$ cat config.mk
export PLATFORM = sky130hd
export DESIGN_NAME = clock_select_irq_enable
export DESIGN_NICKNAME = d
export VERILOG_FILES = /design/src/rtl/clock_select_pkg.sv /design/src/rtl/reg_access_if.sv /design/src/rtl/change_flag.sv /design/src/rtl/avalon_reg_port.sv /design/src/rtl/clock_select_irq_enable.sv
export SDC_FILE = /design/constraint.sdc
export NUM_CORES = 1
export LEC_CHECK = 0
export ABC_AREA = 1
export BUFFER_PORTS_ARGS = -buffer_cell sky130_fd_sc_hd__buf_2
export CORE_ASPECT_RATIO = 1.25
export CORE_MARGIN = 2
export CORE_UTILIZATION = 55
export CTS_CLUSTER_SIZE = 8
export DETAILED_ROUTE_END_ITERATION = 8
export PLACE_DENSITY_LB_ADDON = 0.08
export SLEW_MARGIN = 20
export SYNTH_ARGS = -nofsm -noshare
export SYNTH_HDL_FRONTEND = slang
export SYNTH_SLANG_ARGS = --single-unit
export TNS_END_PERCENT = 20
$ cat constraint.sdc
create_clock -name clk -period 2.68 [get_ports clk]
set_input_delay 0 -clock clk [delete_from_list [all_inputs] [get_ports clk]]
set_output_delay 0 -clock clk [all_outputs]
set_load 0.02 [all_outputs]
$ cat src/rtl/clock_select_pkg.sv
package clock_select_pkg;

    // register indices; byte address is four times the index
    localparam logic [2:0] IDX_FLAGS      = 3'h3;
    localparam logic [2:0] IDX_IRQ_ENABLE = 3'h4;
    localparam logic [2:0] IDX_CLK_SELECT = 3'h5;

    // enable register fields
    localparam int BIT_PERIODIC_IRQ_EN  = 7;
    localparam int BIT_LOCK_IRQ_EN      = 4;
    localparam int BIT_SELFCLK_IRQ_EN   = 1;

    // clock select register fields
    localparam int BIT_PLL_AS_SYSTEM_CLOCK    = 7;
    localparam int BIT_OSC_RUN_IN_STOP  = 6;
    localparam int BIT_OSC_CONFIG       = 5;
    localparam int BIT_PLL_HALT_WAIT    = 3;
    localparam int BIT_PERIODIC_HALT    = 1;
    localparam int BIT_WATCHDOG_HALT    = 0;

    // flag register fields
    localparam int BIT_PERIODIC_FLAG    = 7;
    localparam int BIT_LOCK_FLAG        = 4;
    localparam int BIT_LOCK_STATUS      = 3;
    localparam int BIT_SELFCLK_FLAG     = 1;
    localparam int BIT_SELFCLK_STATUS   = 0;

    // values after reset, and the read value of unmapped indices
    localparam logic [7:0] IRQ_ENABLE_RESET = 8'h00;
    localparam logic       CTRL_BIT_RESET   = 1'b0;
    localparam logic [7:0] RDATA_UNMAPPED   = 8'h00;

    // system clock to bus clock ratio for either source
    localparam int BUS_CLOCK_DIVIDE = 2;

endpackage

$ cat src/rtl/reg_access_if.sv
`timescale 1ns/1ps
// one register access, granted by the bus port for a single cycle
interface reg_access_if;
    logic       access;
    logic       write;
    logic [2:0] index;
    logic [7:0] wdata;
    logic [7:0] rdata;

    modport bus (
        output access,
        output write,
        output index,
        output wdata,
        input  rdata
    );
    modport regs (
        input  access,
        input  write,
        input  index,
        input  wdata,
        output rdata
    );
endinterface

$ cat src/rtl/change_flag.sv
`timescale 1ns/1ps
// sticky event flag; a set in the clearing cycle wins
module change_flag (
    // clock and reset
    input  wire logic clk,
    input  wire logic sys_rst,
    // event and software clear
    input  wire logic set_evt,
    input  wire logic clear_req,
    // flag
    output logic      flag
);
    // set has priority over clear
    always_ff @(posedge clk or posedge sys_rst) begin
        if (sys_rst) begin
            flag <= 1'b0;
        end else if (set_evt) begin
            flag <= 1'b1;
        end else if (clear_req) begin
            flag <= 1'b0;
        end
    end
endmodule

$ cat src/rtl/avalon_reg_port.sv
`timescale 1ns/1ps
// avalon-mm slave: one wait cycle, then a single-cycle grant
module avalon_reg_port (
    // clock and reset
    input  wire logic       clk,
    input  wire logic       sys_rst,
    // avalon-mm slave
    input  wire logic [4:0] avs_address,
    input  wire logic       avs_read,
    input  wire logic       avs_write,
    input  wire logic [7:0] avs_writedata,
    output logic      [7:0] avs_readdata,
    output logic            avs_waitrequest,
    // register side
    reg_access_if.bus       acc
);
    logic request;

    assign request    = avs_read | avs_write;
    // grant coincides with the edge where waitrequest is seen low
    assign acc.access = request & ~avs_waitrequest;
    assign acc.write  = avs_write;
    assign acc.index  = avs_address[4:2];
    assign acc.wdata  = avs_writedata;

    // waitrequest drops for exactly one cycle per request
    always_ff @(posedge clk or posedge sys_rst) begin
        if (sys_rst) begin
            avs_waitrequest <= 1'b1;
        end else if (request && avs_waitrequest) begin
            avs_waitrequest <= 1'b0;
        end else begin
            avs_waitrequest <= 1'b1;
        end
    end

    // read data captured during the wait cycle, valid at the grant
    always_ff @(posedge clk or posedge sys_rst) begin
        if (sys_rst) begin
            avs_readdata <= 8'h00;
        end else if (avs_read && avs_waitrequest) begin
            avs_readdata <= acc.rdata;
        end
    end
endmodule

$ cat src/rtl/clock_select_irq_enable.sv
`timescale 1ns/1ps
// Notes on behaviour
// enable bit 7 gates periodic interrupt
// enable bit 4 gates lock-change interrupt
// enable bit 1 gates self-clock interrupt
// enable register freely readable and writable
// pll select write of one ignored while unlocked
// pll select cleared on scm, stop, wait with pll halt set
// select picks oscillator or pll source
// software reads back pll select
// bit 6 keeps oscillator running in stop
// bit 5 reports oscillator configuration
// pll halt in wait powers pll down
// software reselects pll after wait
// periodic timer stops, resets in wait
// watchdog stops, resets in wait
// watchdog halt bit write-once normally
// periodic flag set on timeout, w1c
// lock flag set on lock change
// self-clock flag set on scm change
// control bits reset to zero
// irq is flag and enable
module clock_select_irq_enable
    import clock_select_pkg::*;
(
    // clock and reset
    input  wire logic       clk,
    input  wire logic       sys_rst,
    // avalon-mm register slave
    input  wire logic [4:0] avs_address,
    input  wire logic       avs_read,
    input  wire logic       avs_write,
    input  wire logic [7:0] avs_writedata,
    output logic      [7:0] avs_readdata,
    output logic            avs_waitrequest,
    // status from the rest of the clock unit
    input  wire logic       lock_status,
    input  wire logic       selfclk_mode_status,
    input  wire logic       periodic_timeout,
    input  wire logic       osc_config_strap,
    input  wire logic       special_mode,
    // low-power mode levels
    input  wire logic       stop_mode,
    input  wire logic       wait_mode,
    // clock source control
    output logic            pll_as_system_clock,
    output logic            osc_enable,
    output logic            pll_powered,
    // timer control
    output logic            periodic_halt,
    output logic            periodic_init,
    output logic            watchdog_halt,
    output logic            watchdog_init,
    // interrupt requests
    output logic            periodic_irq,
    output logic            lock_change_irq,
    output logic            selfclk_change_irq
);

    reg_access_if acc ();

    // control state
    logic [7:0] clock_irq_enable;
    logic       osc_run_in_stop;
    logic       osc_config_status;
    logic       pll_halt_in_wait;
    logic       periodic_halt_in_wait;
    logic       watchdog_halt_in_wait;
    logic       watchdog_bit_written;
    logic       strap_taken;

    // previous levels for entry and change detection
    logic       lock_prev;
    logic       selfclk_prev;
    logic       stop_prev;
    logic       wait_prev;

    // decoded events
    logic       wr_enable;
    logic       wr_select;
    logic       wr_flags;
    logic       stop_entry;
    logic       wait_entry;
    logic       selfclk_entry;
    logic       lock_changed;
    logic       selfclk_changed;
    logic       pll_auto_clear;
    logic       periodic_flag;
    logic       lock_change_flag;
    logic       selfclk_change_flag;
    logic       next_pll_as_system_clock;
    logic [7:0] next_rdata;

    // bus handshake
    avalon_reg_port u_port (
        .clk             (clk),
        .sys_rst         (sys_rst),
        .avs_address     (avs_address),
        .avs_read        (avs_read),
        .avs_write       (avs_write),
        .avs_writedata   (avs_writedata),
        .avs_readdata    (avs_readdata),
        .avs_waitrequest (avs_waitrequest),
        .acc             (acc)
    );

    // write strobes per register
    assign wr_enable = acc.access & acc.write & (acc.index == IDX_IRQ_ENABLE);
    assign wr_select = acc.access & acc.write & (acc.index == IDX_CLK_SELECT);
    assign wr_flags  = acc.access & acc.write & (acc.index == IDX_FLAGS);

    // level history for edge detection
    always_ff @(posedge clk or posedge sys_rst) begin
        if (sys_rst) begin
            lock_prev    <= 1'b0;
            selfclk_prev <= 1'b0;
            stop_prev    <= 1'b0;
            wait_prev    <= 1'b0;
        end else begin
            lock_prev    <= lock_status;
            selfclk_prev <= selfclk_mode_status;
            stop_prev    <= stop_mode;
            wait_prev    <= wait_mode;
        end
    end

    // mode entries and status changes
    assign stop_entry      = stop_mode & ~stop_prev;
    assign wait_entry      = wait_mode & ~wait_prev;
    assign selfclk_entry   = selfclk_mode_status & ~selfclk_prev;
    assign lock_changed    = lock_status ^ lock_prev;
    assign selfclk_changed = selfclk_mode_status ^ selfclk_prev;

    // sticky flags, cleared by writing one
    change_flag u_periodic_flag (
        .clk       (clk),
        .sys_rst   (sys_rst),
        .set_evt   (periodic_timeout),
        .clear_req (wr_flags & acc.wdata[BIT_PERIODIC_FLAG]),
        .flag      (periodic_flag)
    );

    change_flag u_lock_flag (
        .clk       (clk),
        .sys_rst   (sys_rst),
        .set_evt   (lock_changed),
        .clear_req (wr_flags & acc.wdata[BIT_LOCK_FLAG]),
        .flag      (lock_change_flag)
    );

    change_flag u_selfclk_flag (
        .clk       (clk),
        .sys_rst   (sys_rst),
        .set_evt   (selfclk_changed),
        .clear_req (wr_flags & acc.wdata[BIT_SELFCLK_FLAG]),
        .flag      (selfclk_change_flag)
    );

    // interrupt enable register, no write condition
    always_ff @(posedge clk or posedge sys_rst) begin
        if (sys_rst) begin
            clock_irq_enable <= IRQ_ENABLE_RESET;
        end else if (wr_enable) begin
            clock_irq_enable <= acc.wdata;
        end
    end

    // automatic deselection of the pll clock
    assign pll_auto_clear = selfclk_entry | stop_entry
                          | (wait_entry & pll_halt_in_wait);

    // pll select: hardware clear beats a software set
    always_comb begin
        next_pll_as_system_clock = pll_as_system_clock;
        if (pll_auto_clear) begin
            next_pll_as_system_clock = 1'b0;
        end else if (wr_select) begin
            if (!acc.wdata[BIT_PLL_AS_SYSTEM_CLOCK]) begin
                next_pll_as_system_clock = 1'b0;
            end else if (lock_status) begin
                next_pll_as_system_clock = 1'b1;
            end
        end
    end

    // source select output feeds the clock switch
    always_ff @(posedge clk or posedge sys_rst) begin
        if (sys_rst) begin
            pll_as_system_clock <= CTRL_BIT_RESET;
        end else begin
            pll_as_system_clock <= next_pll_as_system_clock;
        end
    end

    // oscillator behaviour in stop, writable anytime
    always_ff @(posedge clk or posedge sys_rst) begin
        if (sys_rst) begin
            osc_run_in_stop <= CTRL_BIT_RESET;
        end else if (wr_select) begin
            osc_run_in_stop <= acc.wdata[BIT_OSC_RUN_IN_STOP];
        end
    end

    // pll halt in wait, writable anytime
    always_ff @(posedge clk or posedge sys_rst) begin
        if (sys_rst) begin
            pll_halt_in_wait <= CTRL_BIT_RESET;
        end else if (wr_select) begin
            pll_halt_in_wait <= acc.wdata[BIT_PLL_HALT_WAIT];
        end
    end

    // periodic timer halt in wait, writable anytime
    always_ff @(posedge clk or posedge sys_rst) begin
        if (sys_rst) begin
            periodic_halt_in_wait <= CTRL_BIT_RESET;
        end else if (wr_select) begin
            periodic_halt_in_wait <= acc.wdata[BIT_PERIODIC_HALT];
        end
    end

    // watchdog halt bit: once in normal modes, always in special
    always_ff @(posedge clk or posedge sys_rst) begin
        if (sys_rst) begin
            watchdog_halt_in_wait <= CTRL_BIT_RESET;
            watchdog_bit_written  <= 1'b0;
        end else if (wr_select) begin
            if (special_mode || !watchdog_bit_written) begin
                watchdog_halt_in_wait <= acc.wdata[BIT_WATCHDOG_HALT];
            end
            watchdog_bit_written <= 1'b1;
        end
    end

    // oscillator configuration caught once after reset release
    always_ff @(posedge clk or posedge sys_rst) begin
        if (sys_rst) begin
            osc_config_status <= 1'b0;
            strap_taken       <= 1'b0;
        end else if (!strap_taken) begin
            osc_config_status <= osc_config_strap;
            strap_taken       <= 1'b1;
        end
    end

    // oscillator stays on outside stop or in pseudo stop
    always_ff @(posedge clk or posedge sys_rst) begin
        if (sys_rst) begin
            osc_enable <= 1'b1;
        end else begin
            osc_enable <= ~stop_mode | osc_run_in_stop;
        end
    end

    // pll powered down only while waiting with halt set
    always_ff @(posedge clk or posedge sys_rst) begin
        if (sys_rst) begin
            pll_powered <= 1'b1;
        end else begin
            pll_powered <= ~(wait_mode & pll_halt_in_wait);
        end
    end

    // periodic timer halt while waiting, init pulse on wait entry
    always_ff @(posedge clk or posedge sys_rst) begin
        if (sys_rst) begin
            periodic_halt <= 1'b0;
            periodic_init <= 1'b0;
        end else begin
            periodic_halt <= wait_mode & periodic_halt_in_wait;
            periodic_init <= wait_entry & periodic_halt_in_wait;
        end
    end

    // watchdog halt while waiting, init pulse on wait entry
    always_ff @(posedge clk or posedge sys_rst) begin
        if (sys_rst) begin
            watchdog_halt <= 1'b0;
            watchdog_init <= 1'b0;
        end else begin
            watchdog_halt <= wait_mode & watchdog_halt_in_wait;
            watchdog_init <= wait_entry & watchdog_halt_in_wait;
        end
    end

    // periodic request follows flag and enable
    always_ff @(posedge clk or posedge sys_rst) begin
        if (sys_rst) begin
            periodic_irq <= 1'b0;
        end else begin
            periodic_irq <= periodic_flag
                          & clock_irq_enable[BIT_PERIODIC_IRQ_EN];
        end
    end

    // lock-change request follows flag and enable
    always_ff @(posedge clk or posedge sys_rst) begin
        if (sys_rst) begin
            lock_change_irq <= 1'b0;
        end else begin
            lock_change_irq <= lock_change_flag
                             & clock_irq_enable[BIT_LOCK_IRQ_EN];
        end
    end

    // self-clock request follows flag and enable
    always_ff @(posedge clk or posedge sys_rst) begin
        if (sys_rst) begin
            selfclk_change_irq <= 1'b0;
        end else begin
            selfclk_change_irq <= selfclk_change_flag
                                & clock_irq_enable[BIT_SELFCLK_IRQ_EN];
        end
    end

    // read mux; unmapped indices read zero
    always_comb begin
        next_rdata = RDATA_UNMAPPED;
        case (acc.index)
            IDX_IRQ_ENABLE: begin
                next_rdata = clock_irq_enable;
            end
            IDX_CLK_SELECT: begin
                next_rdata[BIT_PLL_AS_SYSTEM_CLOCK]   = pll_as_system_clock;
                next_rdata[BIT_OSC_RUN_IN_STOP] = osc_run_in_stop;
                next_rdata[BIT_OSC_CONFIG]      = osc_config_status;
                next_rdata[BIT_PLL_HALT_WAIT]   = pll_halt_in_wait;
                next_rdata[BIT_PERIODIC_HALT]   = periodic_halt_in_wait;
                next_rdata[BIT_WATCHDOG_HALT]   = watchdog_halt_in_wait;
            end
            IDX_FLAGS: begin
                next_rdata[BIT_PERIODIC_FLAG]  = periodic_flag;
                next_rdata[BIT_LOCK_FLAG]      = lock_change_flag;
                next_rdata[BIT_LOCK_STATUS]    = lock_status;
                next_rdata[BIT_SELFCLK_FLAG]   = selfclk_change_flag;
                next_rdata[BIT_SELFCLK_STATUS] = selfclk_mode_status;
            end
            default: begin
                next_rdata = RDATA_UNMAPPED;
            end
        endcase
    end

    assign acc.rdata = next_rdata;

endmodule

Word level (Yosys, flattened, before mapping)
Index checks and enable logic that the tools add are counted.
- reduce and logical (&&, ||, !) cells: 10
- equal/unequal tests: 4
- bitwise logic cells: 32
- muxes and demuxes: 17
- operator list (operator ; number):
    $and 1x1->1 ; 20
    $mux 1 ; 12
    $reduce_bool 2->1 ; 4
    $eq 3x3->1 const B ; 2
    $not 1->1 ; 6
    $pmux 1 s3 ; 2
    $pmux 2 s3 ; 1
    $or 1x1->1 ; 4
    $pmux 2 s2 ; 1
    $reduce_and 2->1 ; 2
    $eq 3x2->1 const B ; 1
    $ne 3x1->1 const B ; 1
    $logic_and 1x1->1 ; 2
    $pmux 1 s2 ; 1
    $xor 1x1->1 ; 2
    $logic_not 1->1 ; 1
    $logic_or 1x1->1 ; 1
- word-level logic and storage cells: 90
- flip-flop bits (word level): 41
- input port bits: 24
- output and inout bits: 19

Logic depth before layout (Yosys ltp)
Gate-level depths: netlist of the first run.
- word-level depth: 7
- depth in mapped cells: 7
- depth with buffers taken out: 6

Hierarchy
A second synthesis of the first run with hierarchy kept.
- cell total of the unflattened synthesis: 205
- area, all modules: 1823.0 um^2
- modules (own cells, without submodules) (module ; area each (um^2) ; times used ; cells each ; seq. area each (um^2)):
    clock_select_irq_enable ; 1239.9 ; 1 ; 135 ; 728.2
    avalon_reg_port ; 451.7 ; 1 ; 52 ; 226.5
    change_flag ; 43.8 ; 3 ; 6 ; 25.0

Worst setup path after synthesis of the first run
OpenSTA, ideal clock, no wires.
- kind: register to register
- start: register u_port.avs_waitrequest
- end: register u_port.avs_readdata[2]
- path slack: 1.471 ns
- library setup time: 0.083 ns
- buffers on the path: 0
- cell stages (with the launch flop): 5
- arrival time: 1.126 ns
- period minus slack after synthesis: 1.209 ns
- cells stage by stage: dfstp_2 -> nand2_1 -> inv_1 -> nand2_1 -> o21ai_0
- cells in the longest elaborated chain, start to end: 1
- RTL lines (element ; RTL line ; source):
    from (decl) ; avalon_reg_port.sv:13 ; output logic avs_waitrequest,
    from (signal assigned) ; avalon_reg_port.sv:29 ; avs_waitrequest <= 1'b1;
    from (signal assigned) ; avalon_reg_port.sv:31 ; avs_waitrequest <= 1'b0;
    from (signal assigned) ; avalon_reg_port.sv:33 ; avs_waitrequest <= 1'b1;
    $logic_and 1x1->1 ; avalon_reg_port.sv:41 ; end else if (avs_read && avs_waitrequest) begin
    to (signal assigned) ; avalon_reg_port.sv:42 ; avs_readdata <= acc.rdata;
    to (decl) ; avalon_reg_port.sv:12 ; output logic [7:0] avs_readdata,
Every way passes these cells.
A chain may end at the register's enable or synchronous reset.

Worst setup path in the final report of the first run
- start: register u_port.avs_waitrequest
- end: register clock_irq_enable[5]
- cells in the longest elaborated chain, start to end: 4
- RTL lines (element ; RTL line ; source):
    $not 1->1 ; avalon_reg_port.sv:21 ; assign acc.access = request & ~avs_waitrequest;
    $and 1x1->1 ; avalon_reg_port.sv:21 ;
    $and 1x1->1 (2 in a row) ; clock_select_irq_enable.sv:108 ; assign wr_enable = acc.access & acc.write & (acc.index == IDX_IRQ_ENABLE);
    to (signal assigned) ; clock_select_irq_enable.sv:164 ; clock_irq_enable <= acc.wdata;
    to (decl) ; clock_select_irq_enable.sv:63 ; logic [7:0] clock_irq_enable;
Every way passes these cells.

==> results of run 1 <==
-- layer usage --
layer / vias to the layer above / routed length [um]
met3: 6 / 158
met5: - / 0
met2: 43 / 1704
met1: 625 / 1460
met4: 0 / 65
li1: 707 / -
-- metrics by stage --
stage / utilization [%] / power (W) / hold WS, ps / setup slack (ps) / std cells
after global routing: 74.28 / 0.001555 / 59.11 / 1270 / 286
after detailed placement: 65.70 / 0.001055 / 130.4 / 1391 / 261
final: 74.28 / 0.001467 / 17.95 / 1358 / 286
after global placement: 65.70 / 0.001039 / 120.8 / 1433 / 261
after floorplan: - / 0.0009540 / 31.43 / 1471 / 187
after CTS: 74.28 / 0.001482 / 27.59 / 1361 / 286
-- where the power goes --
part           leakage (nW)  switching [W]  internal [W]
clock                0.0455       0.000184      0.000223
sequential            0.503      0.0000575      0.000717
combinational         0.658       0.000171      0.000115
total                  1.21       0.000412       0.00105
-- area by class of cell --
class | count | area, um^2 | area share [%]
inverter | 26 | 97.59 | 4.419
clock buffer | 7 | 55.05 | 2.493
sequential | 41 | 1030 | 46.63
timing repair buffer | 58 | 377.9 | 17.11
clock inverter | 1 | 30.03 | 1.360
multi-input combinational | 117 | 573.1 | 25.95
tap | 36 | 45.04 | 2.040
-- cell families (layout without fill, tap and decap cells) --
group,Yosys count,after routing,share of synthesized area [%]
AO/OA/AOI/OAI,18,18,7.096
flip-flops,41,41,59.59
multiplexers,1,1,0.6517
XOR/XNOR,1,1,0.5070
buffers and inverters,29,92,7.241
adder cells (fa/ha/maj),1,1,0.7240
AND/OR/NAND/NOR,95,95,23.97
other,1,1,0.2170
-- layout by cell type, fill, tap and decap left out --
cell type / count
sky130_fd_sc_hd__nand3_1: 13
sky130_fd_sc_hd__nand2_1: 63
sky130_fd_sc_hd__xnor2_1: 1
sky130_fd_sc_hd__a21oi_2: 1
sky130_fd_sc_hd__conb_1: 1
sky130_fd_sc_hd__nor2_1: 9
sky130_fd_sc_hd__nand3_4: 1
sky130_fd_sc_hd__ha_1: 1
sky130_fd_sc_hd__clkbuf_4: 5
sky130_fd_sc_hd__dfstp_2: 3
sky130_fd_sc_hd__clkbuf_1: 1
sky130_fd_sc_hd__buf_2: 40
sky130_fd_sc_hd__o21bai_1: 1
sky130_fd_sc_hd__o21ai_2: 7
sky130_fd_sc_hd__inv_1: 26
sky130_fd_sc_hd__dfrtp_1: 38
sky130_fd_sc_hd__nor2_2: 1
sky130_fd_sc_hd__dlygate4sd3_1: 17
sky130_fd_sc_hd__mux2_2: 1
sky130_fd_sc_hd__nor2_4: 1
sky130_fd_sc_hd__o21ai_0: 9
sky130_fd_sc_hd__nand4_1: 5
sky130_fd_sc_hd__bufinv_16: 1
sky130_fd_sc_hd__or2_2: 2
sky130_fd_sc_hd__clkbuf_8: 1
sky130_fd_sc_hd__buf_4: 1
-- repair_timing --
item	in CTS	in global routing
setup endpoints to repair	0	0
hold buffers	17	0
hold endpoints to repair	46	0
-- worst min-delay path, stage by stage --
cell and delay (ps):
sky130_fd_sc_hd__buf_2 80, sky130_fd_sc_hd__inv_1 30, sky130_fd_sc_hd__nand2_1 70, sky130_fd_sc_hd__nand3_1 90, sky130_fd_sc_hd__nand2_1 70
-- final timing paths --
path,start,cells after the start,end,slack [ps]
max,u_port.avs_waitrequest,4,clock_irq_enable[5],1360
min,special_mode,5,watchdog_halt_in_wait,20
max reg2reg,u_port.avs_waitrequest,4,clock_irq_enable[5],1360
min reg2reg,wait_prev,1,watchdog_init,460
max in group asynchronous,sys_rst,4,pll_powered,1550
min in group asynchronous,sys_rst,3,u_port.avs_readdata[0],310
==> results.rst, run 1 <==
.. list-table::
   :header-rows: 1

   * - Metric
     - Value
   * - Status
     - finished, final reports clean
   * - Width of the die
     - between 50 and 60 um
   * - Depth of the CTS H-tree
     - 2
   * - Reg clk slew, reported paths
     - around 110 ps
   * - Std-Cell Rows
     - 22
   * - Critical Path Most Common Cell
     - sky130_fd_sc_hd__nor2_1
   * - Fraction of the cycle the final worst path needs
     - between 40% and 50%
   * - Placer congestion estimate
     - ~0.87
   * - Input/output buffers
     - 40
   * - Met2 usage
     - between 30% and 40%
   * - Cells after Synth
     - around 190
   * - Most used DFF post-synth
     - sky130_fd_sc_hd__dfrtp_1
   * - Core footprint
     - just under 3000 um^2
   * - Cts repair resizes
     - 0
   * - Share of Yosys cell area claimed by the top area cell type
     - 55.03%
   * - Leakage
     - about 1.2 nW
   * - Post-Synthesis Net Count
     - roughly 210
   * - Cell area reported after detailed placement
     - just under 2000 um^2
   * - DP HPWL
     - approximately 2500 um
   * - Initial Util
     - roughly three fifths
   * - Global-route met1 utilization
     - between 20% and 30%
   * - Critical path endpoint category
     - flop
   * - Critical path's top delay family
     - simple AND/OR/NAND/NOR gates
   * - Global routing met3 resource utilization
     - 4.036%
   * - Signed area change from the synthesized netlist to the final layout
     - 27.81%
   * - Antenna Violating Nets Remaining
     - 0
   * - Global-route usage over all layers
     - about 22%
   * - Total Die Area
     - around 3600 um^2
   * - Total wirelength of the detailed-routed design
     - about 3400 um
   * - Number of buffers between clock root and the deepest sink
     - 2
   * - Number of global-route vias before repair
     - about 1300
   * - Filler Cells Inserted
     - ~220
   * - Minimum clock period after layout
     - approximately 1300 ps
   * - Cell with the largest stage delay on the worst path
     - sky130_fd_sc_hd__dfstp_2
   * - Max-cap violations
     - 0
   * - Highest net fanout along the worst path
     - 16
   * - CTS Sinks
     - between 40 and 50
   * - Wire length of the first global-routing pass
     - between 5000 and 6000 um
   * - Pin count of the biggest net entering global routing
     - 23
   * - Number of warnings printed during yosys synthesis
     - 0
   * - Crit Path Category
     - flop to flop
   * - Cell area after synthesis
     - around 1700 um^2
   * - Final setup skew
     - between 9 and 10 ps
   * - Unrepaired setup endpoints after global routing
     - no
   * - WP data arrival
     - about 1600 ps
   * - Hold crit path type
     - input pin to flop
   * - Final Hold Violating Endpoints
     - 0
   * - Total of flip-flops plus latches after synthesis
     - ~40
   * - Initial drt markers
     - 37
   * - PD cells
     - between 600 and 700 nW/um^2
   * - Setup-failing EPs final
     - 0
   * - Number of buffers inserted during clock tree synthesis
     - 5
   * - Fmax achieved
     - between 700 and 800 MHz
   * - Average wire per standard cell
     - 11.85 um
   * - Worst skew pair latency
     - between 300 and 400 ps
   * - DRC viols
     - 0
   * - Synth unique cells
     - 21
   * - Delay contributed by the slowest stage of the critical path
     - 400 ps
   * - Clock tree from TritonCTS
     - done
   * - Nets@finish
     - ~270
   * - Overall via count from detail_route
     - about 1400
   * - Series of cell instances along the critical path
     - nor2_1 > nand3_4 > nor2_1 > a21oi_2
   * - Top Registers
     - clock_irq_enable x8, u_port.avs_readdata x8
   * - Fraction of layout instances using a drive strength above 1
     - between 20% and 30%
   * - Buf+Inv Stages, Crit Path
     - 0
   * - Library cell with the largest summed area after synthesis
     - sky130_fd_sc_hd__dfrtp_1
   * - Antenna violations before repair
     - 0
   * - Worst max-slew margin expressed relative to the limit
     - between 50% and 60%
   * - Residual overflow from global routing
     - 0
   * - Final-layout setup total negative slack
     - 0 ps
   * - Largest cells by area after synthesis
     - sky130_fd_sc_hd__dfrtp_1 (55%), sky130_fd_sc_hd__nand2_1 (14%), sky130_fd_sc_hd__inv_1 (5.6%)
   * - Most used routing layer in global routing
     - met2
   * - Mean instance size in the synthesized netlist
     - around 9.2 um^2
   * - Sequential-to-total area share from yosys stat
     - 59.59%
   * - Worst-case vdd ir drop
     - 0.0006024 V
   * - Antenna diode instance count
     - 0
   * - Detailed-routing iteration count for the pre-antenna-repair pass
     - 4
   * - Post-CTS setup buffers
     - 0
   * - # IOs
     - 43
   * - Root Buffer
     - sky130_fd_sc_hd__clkbuf_4
   * - Die boundary height
     - 66.67 um
   * - Worst Path Required
     - around 2900 ps
   * - Worst Tran Pin Value
     - 727.4 ps
   * - Post-route design area
     - between 2000 and 2500 um^2
   * - Number of enable flip-flop cells after synthesis
     - 0
   * - Most used standard cells in the synthesized netlist
     - sky130_fd_sc_hd__nand2_1 (63), sky130_fd_sc_hd__dfrtp_1 (38), sky130_fd_sc_hd__inv_1 (26), sky130_fd_sc_hd__nand3_1 (13)
   * - Share of synthesized flip-flops with an asynchronous set or reset
     - 100.0%
   * - Drt via density
     - between 4 and 5
   * - Cell with the most instances after synthesis
     - sky130_fd_sc_hd__nand2_1
   * - Critical Path Start Type
     - flop
   * - Final Slew Violations
     - 0
(Power assumes the default switching activity.)
==> run 2: changes to the inputs <==
--- a/config.mk
+++ b/config.mk
@@ -9,7 +9,7 @@
 export BUFFER_PORTS_ARGS = -buffer_cell sky130_fd_sc_hd__buf_2
 export CORE_ASPECT_RATIO = 1.25
 export CORE_MARGIN = 2
-export CORE_UTILIZATION = 55
+export CORE_UTILIZATION = 52
 export CTS_CLUSTER_SIZE = 8
 export DETAILED_ROUTE_END_ITERATION = 8
 export PLACE_DENSITY_LB_ADDON = 0.08
==> constraint.sdc (replaced) <==
create_clock -name clk -period 1.3 [get_ports clk]
set_input_delay 0 -clock clk [delete_from_list [all_inputs] [get_ports clk]]
set_output_delay 0 -clock clk [all_outputs]
set_load 0.02 [all_outputs]
==> run 2 against run 1 <==
Clock skew up 2.7 ps. Register-to-register slack lost 1200 ps. Fmax increased by 11%. Via count is 4.3% higher. Largest power group unchanged. Die area up 5.4%. Wire length grew 6.7%. Critical path type unchanged.
==> results.rst, run 2 (synthesis results as in run 1) <==
.. list-table::
   :header-rows: 1

   * - Metric
     - Value
   * - Average wire per standard cell
     - 12.52 um (+5.6%)
   * - Reg clk slew, reported paths
     - 80 ps (-30 ps)
   * - Series of cell instances along the critical path
     - nor2_2 > nand3_4 > nor2_1 > a21oi_2
   * - PD cells
     - 1486 nW/um^2 (+120%)
   * - Leakage
     - 1.248 nW (+3.3%)
   * - Worst hold margin
     - 33.59 ps (+15.64 ps)
   * - Wire length of the first global-routing pass
     - 5865 um (+2.8%)
   * - Final-layout setup total negative slack
     - 0 ps (unchanged)
   * - Initial Util
     - 54.09% (-4.0 points)
   * - Hold crit path type
     - input pin to flop
   * - Core footprint
     - 3194 um^2 (+7.4%)
   * - Initial drt markers
     - 41 (+11%)
   * - Post-CTS setup buffers
     - 0 (unchanged)
   * - Die boundary height
     - 68.45 um (+2.7%)
   * - Worst-case vdd ir drop
     - 0.001310 V (+120%)
   * - Post-route design area
     - 2278 um^2 (+3.2%)
   * - Flop2flop setup slack
     - 110 ps (-1250 ps)
   * - Critical Path Start Type
     - flop
   * - Fraction of layout instances using a drive strength above 1
     - 27.38% (+1.4 points)
   * - Placer congestion estimate
     - 0.8160 (-5.7%)
   * - Minimum clock period after layout
     - 1189 ps (-133.1 ps)
   * - Highest net fanout along the worst path
     - 16 (unchanged)
   * - Filler Cells Inserted
     - 263 (+18%)
   * - Residual overflow from global routing
     - 0 (unchanged)
   * - Root Buffer
     - sky130_fd_sc_hd__clkbuf_8
   * - Setup-failing EPs final
     - 0 (unchanged)
   * - Number of buffers between clock root and the deepest sink
     - 2 (unchanged)
   * - Global-route usage over all layers
     - 20.72% (-1.5 points)
   * - Cell with the largest stage delay on the worst path
     - sky130_fd_sc_hd__dfstp_2
   * - CTS Sinks
     - 41 (unchanged)
   * - Worst reg2reg endpoint
     - clock_irq_enable[5]
   * - Worst skew pair latency
     - 300 ps (-40 ps)
   * - Delay contributed by the slowest stage of the critical path
     - 390 ps (about the same)
   * - Unrepaired setup endpoints after global routing
     - no
   * - Status
     - finished, final reports clean
   * - DRC viols
     - 0 (unchanged)
   * - Top Registers
     - clock_irq_enable x8, u_port.avs_readdata x8
   * - Leading cell type in the layout, fill and taps excluded
     - sky130_fd_sc_hd__nand2_1
   * - Fraction of the cycle the final worst path needs
     - 91.44% (+42 points)
   * - Pin count of the biggest net entering global routing
     - 42 (+83%)
   * - Drt via density
     - 4.986 (+3.3%)
   * - Total Die Area
     - 3803 um^2 (+5.4%)
   * - Final Slew Violations
     - 0 (unchanged)
   * - Overall via count from detail_route
     - 1441 (+4.3%)
   * - Fmax achieved
     - 841.3 MHz (+11%)
   * - Width of the die
     - 55.56 um (+2.6%)
   * - Antenna diode instance count
     - 0 (unchanged)
   * - Depth of the CTS H-tree
     - 2 (unchanged)
   * - Antenna Violating Nets Remaining
     - 0 (unchanged)
   * - Antenna violations before repair
     - 0 (unchanged)
   * - Final Hold Violating Endpoints
     - 0 (unchanged)
   * - Number of buffers inserted during clock tree synthesis
     - 5 (unchanged)
   * - Worst r2r path cells
     - 4 (unchanged)
   * - Std-Cell Rows
     - 23 (+4.5%)
   * - Worst reg2reg startpoint
     - u_port.avs_waitrequest
   * - # IOs
     - 43 (unchanged)
   * - Worst Path Required
     - 1470 ps (-1430 ps)
   * - Total wirelength of the detailed-routed design
     - 3617 um (+6.7%)
   * - DP HPWL
     - 2534 um (-0.17%)
   * - Clock tree from TritonCTS
     - done
   * - Worst Setup SP
     - u_port.avs_waitrequest
   * - Commonest cells after routing, fill and taps aside
     - sky130_fd_sc_hd__nand2_1 (63), sky130_fd_sc_hd__buf_2 (40), sky130_fd_sc_hd__dfrtp_1 (38)
   * - Nets@finish
     - 276 (+0.73%)
   * - Crit Path Category
     - flop to flop
   * - Critical path endpoint category
     - flop
   * - Signed area change from the synthesized netlist to the final layout
     - 31.86%
   * - Detailed-routing iteration count for the pre-antenna-repair pass
     - 4 (unchanged)
   * - Final setup skew
     - 11.79 ps (+2.722 ps)
   * - Cell area reported after detailed placement
     - 1969 um^2 (+0.83%)
   * - WP data arrival
     - 1360 ps (-190 ps)
   * - Number of global-route vias before repair
     - 1306 (-2.5%)
   * - Input/output buffers
     - 40 (unchanged)
   * - Termination of the worst setup path
     - clock_irq_enable[5]
   * - Max-cap violations
     - 0 (unchanged)
run 2: cell type report:
cell class                      count  area [um^2]  area share (%)
Clock buffer                        5        68.82           3.020
Clock inverter                      3        65.06           2.856
Inverter                           26        97.59           4.283
Multi-Input combinational cell    117        575.6           25.26
Sequential cell                    41         1030           45.19
Tap cell                           37        46.29           2.032
Timing Repair Buffer               60        395.4           17.35
run 2: worst max-delay path: cells and delay by family, from the launching register on:
| family | cells | cell delay (ps) |
|---|---|---|
| AND/OR/NAND/NOR | 3 | 640 |
| flip-flops | 1 | 390 |
| AO/OA/AOI/OAI | 1 | 40 |
run 2: timing repair:
action,in CTS,in global routing
hold buffers,17,0
gates resized for setup,0,2
hold endpoints to repair,60,0
setup endpoints to repair,0,9
run 2: report_power, final:
group	internal (W)	leakage (nW)	switching, W
Sequential	0.00148	0.503	0.000118
Clock	0.000762	0.0681	0.000423
Combinational	0.000243	0.676	0.000359
run 2: metrics by stage:
step	std cells	total power, W	util [%]	setup slack, ps
5_1_grt	289	0.003544	71.33	17.19
2_1_floorplan	187	0.001967	-	91.42
4_1_cts	289	0.003407	71.17	20.15
3_5_place_dp	264	0.002180	61.65	33.54
6_report	289	0.003385	71.33	111.3
3_3_place_gp	264	0.002153	61.65	73.51
run 2: how the worst min path moves through the flow:
stage / slack, ps / to / cells after the start / start
floorplan: 30 / lock_prev / 0 / lock_status
global placement: 120 / stop_prev / 1 / stop_mode
detailed placement: 130 / stop_prev / 1 / stop_mode
CTS: 40 / watchdog_halt_in_wait / 5 / special_mode
global route: 70 / watchdog_halt_in_wait / 6 / special_mode
finish: 30 / watchdog_halt_in_wait / 5 / special_mode
run 2: routing by layer:
| layer | GRT usage, % | routed length, um |
|---|---|---|
| met1 | 24.47 | 1562 |
| met2 | 35.42 | 1735 |
| met3 | 5.293 | 214 |
| met4 | 10.67 | 104 |
| met5 | 0 | 0 |
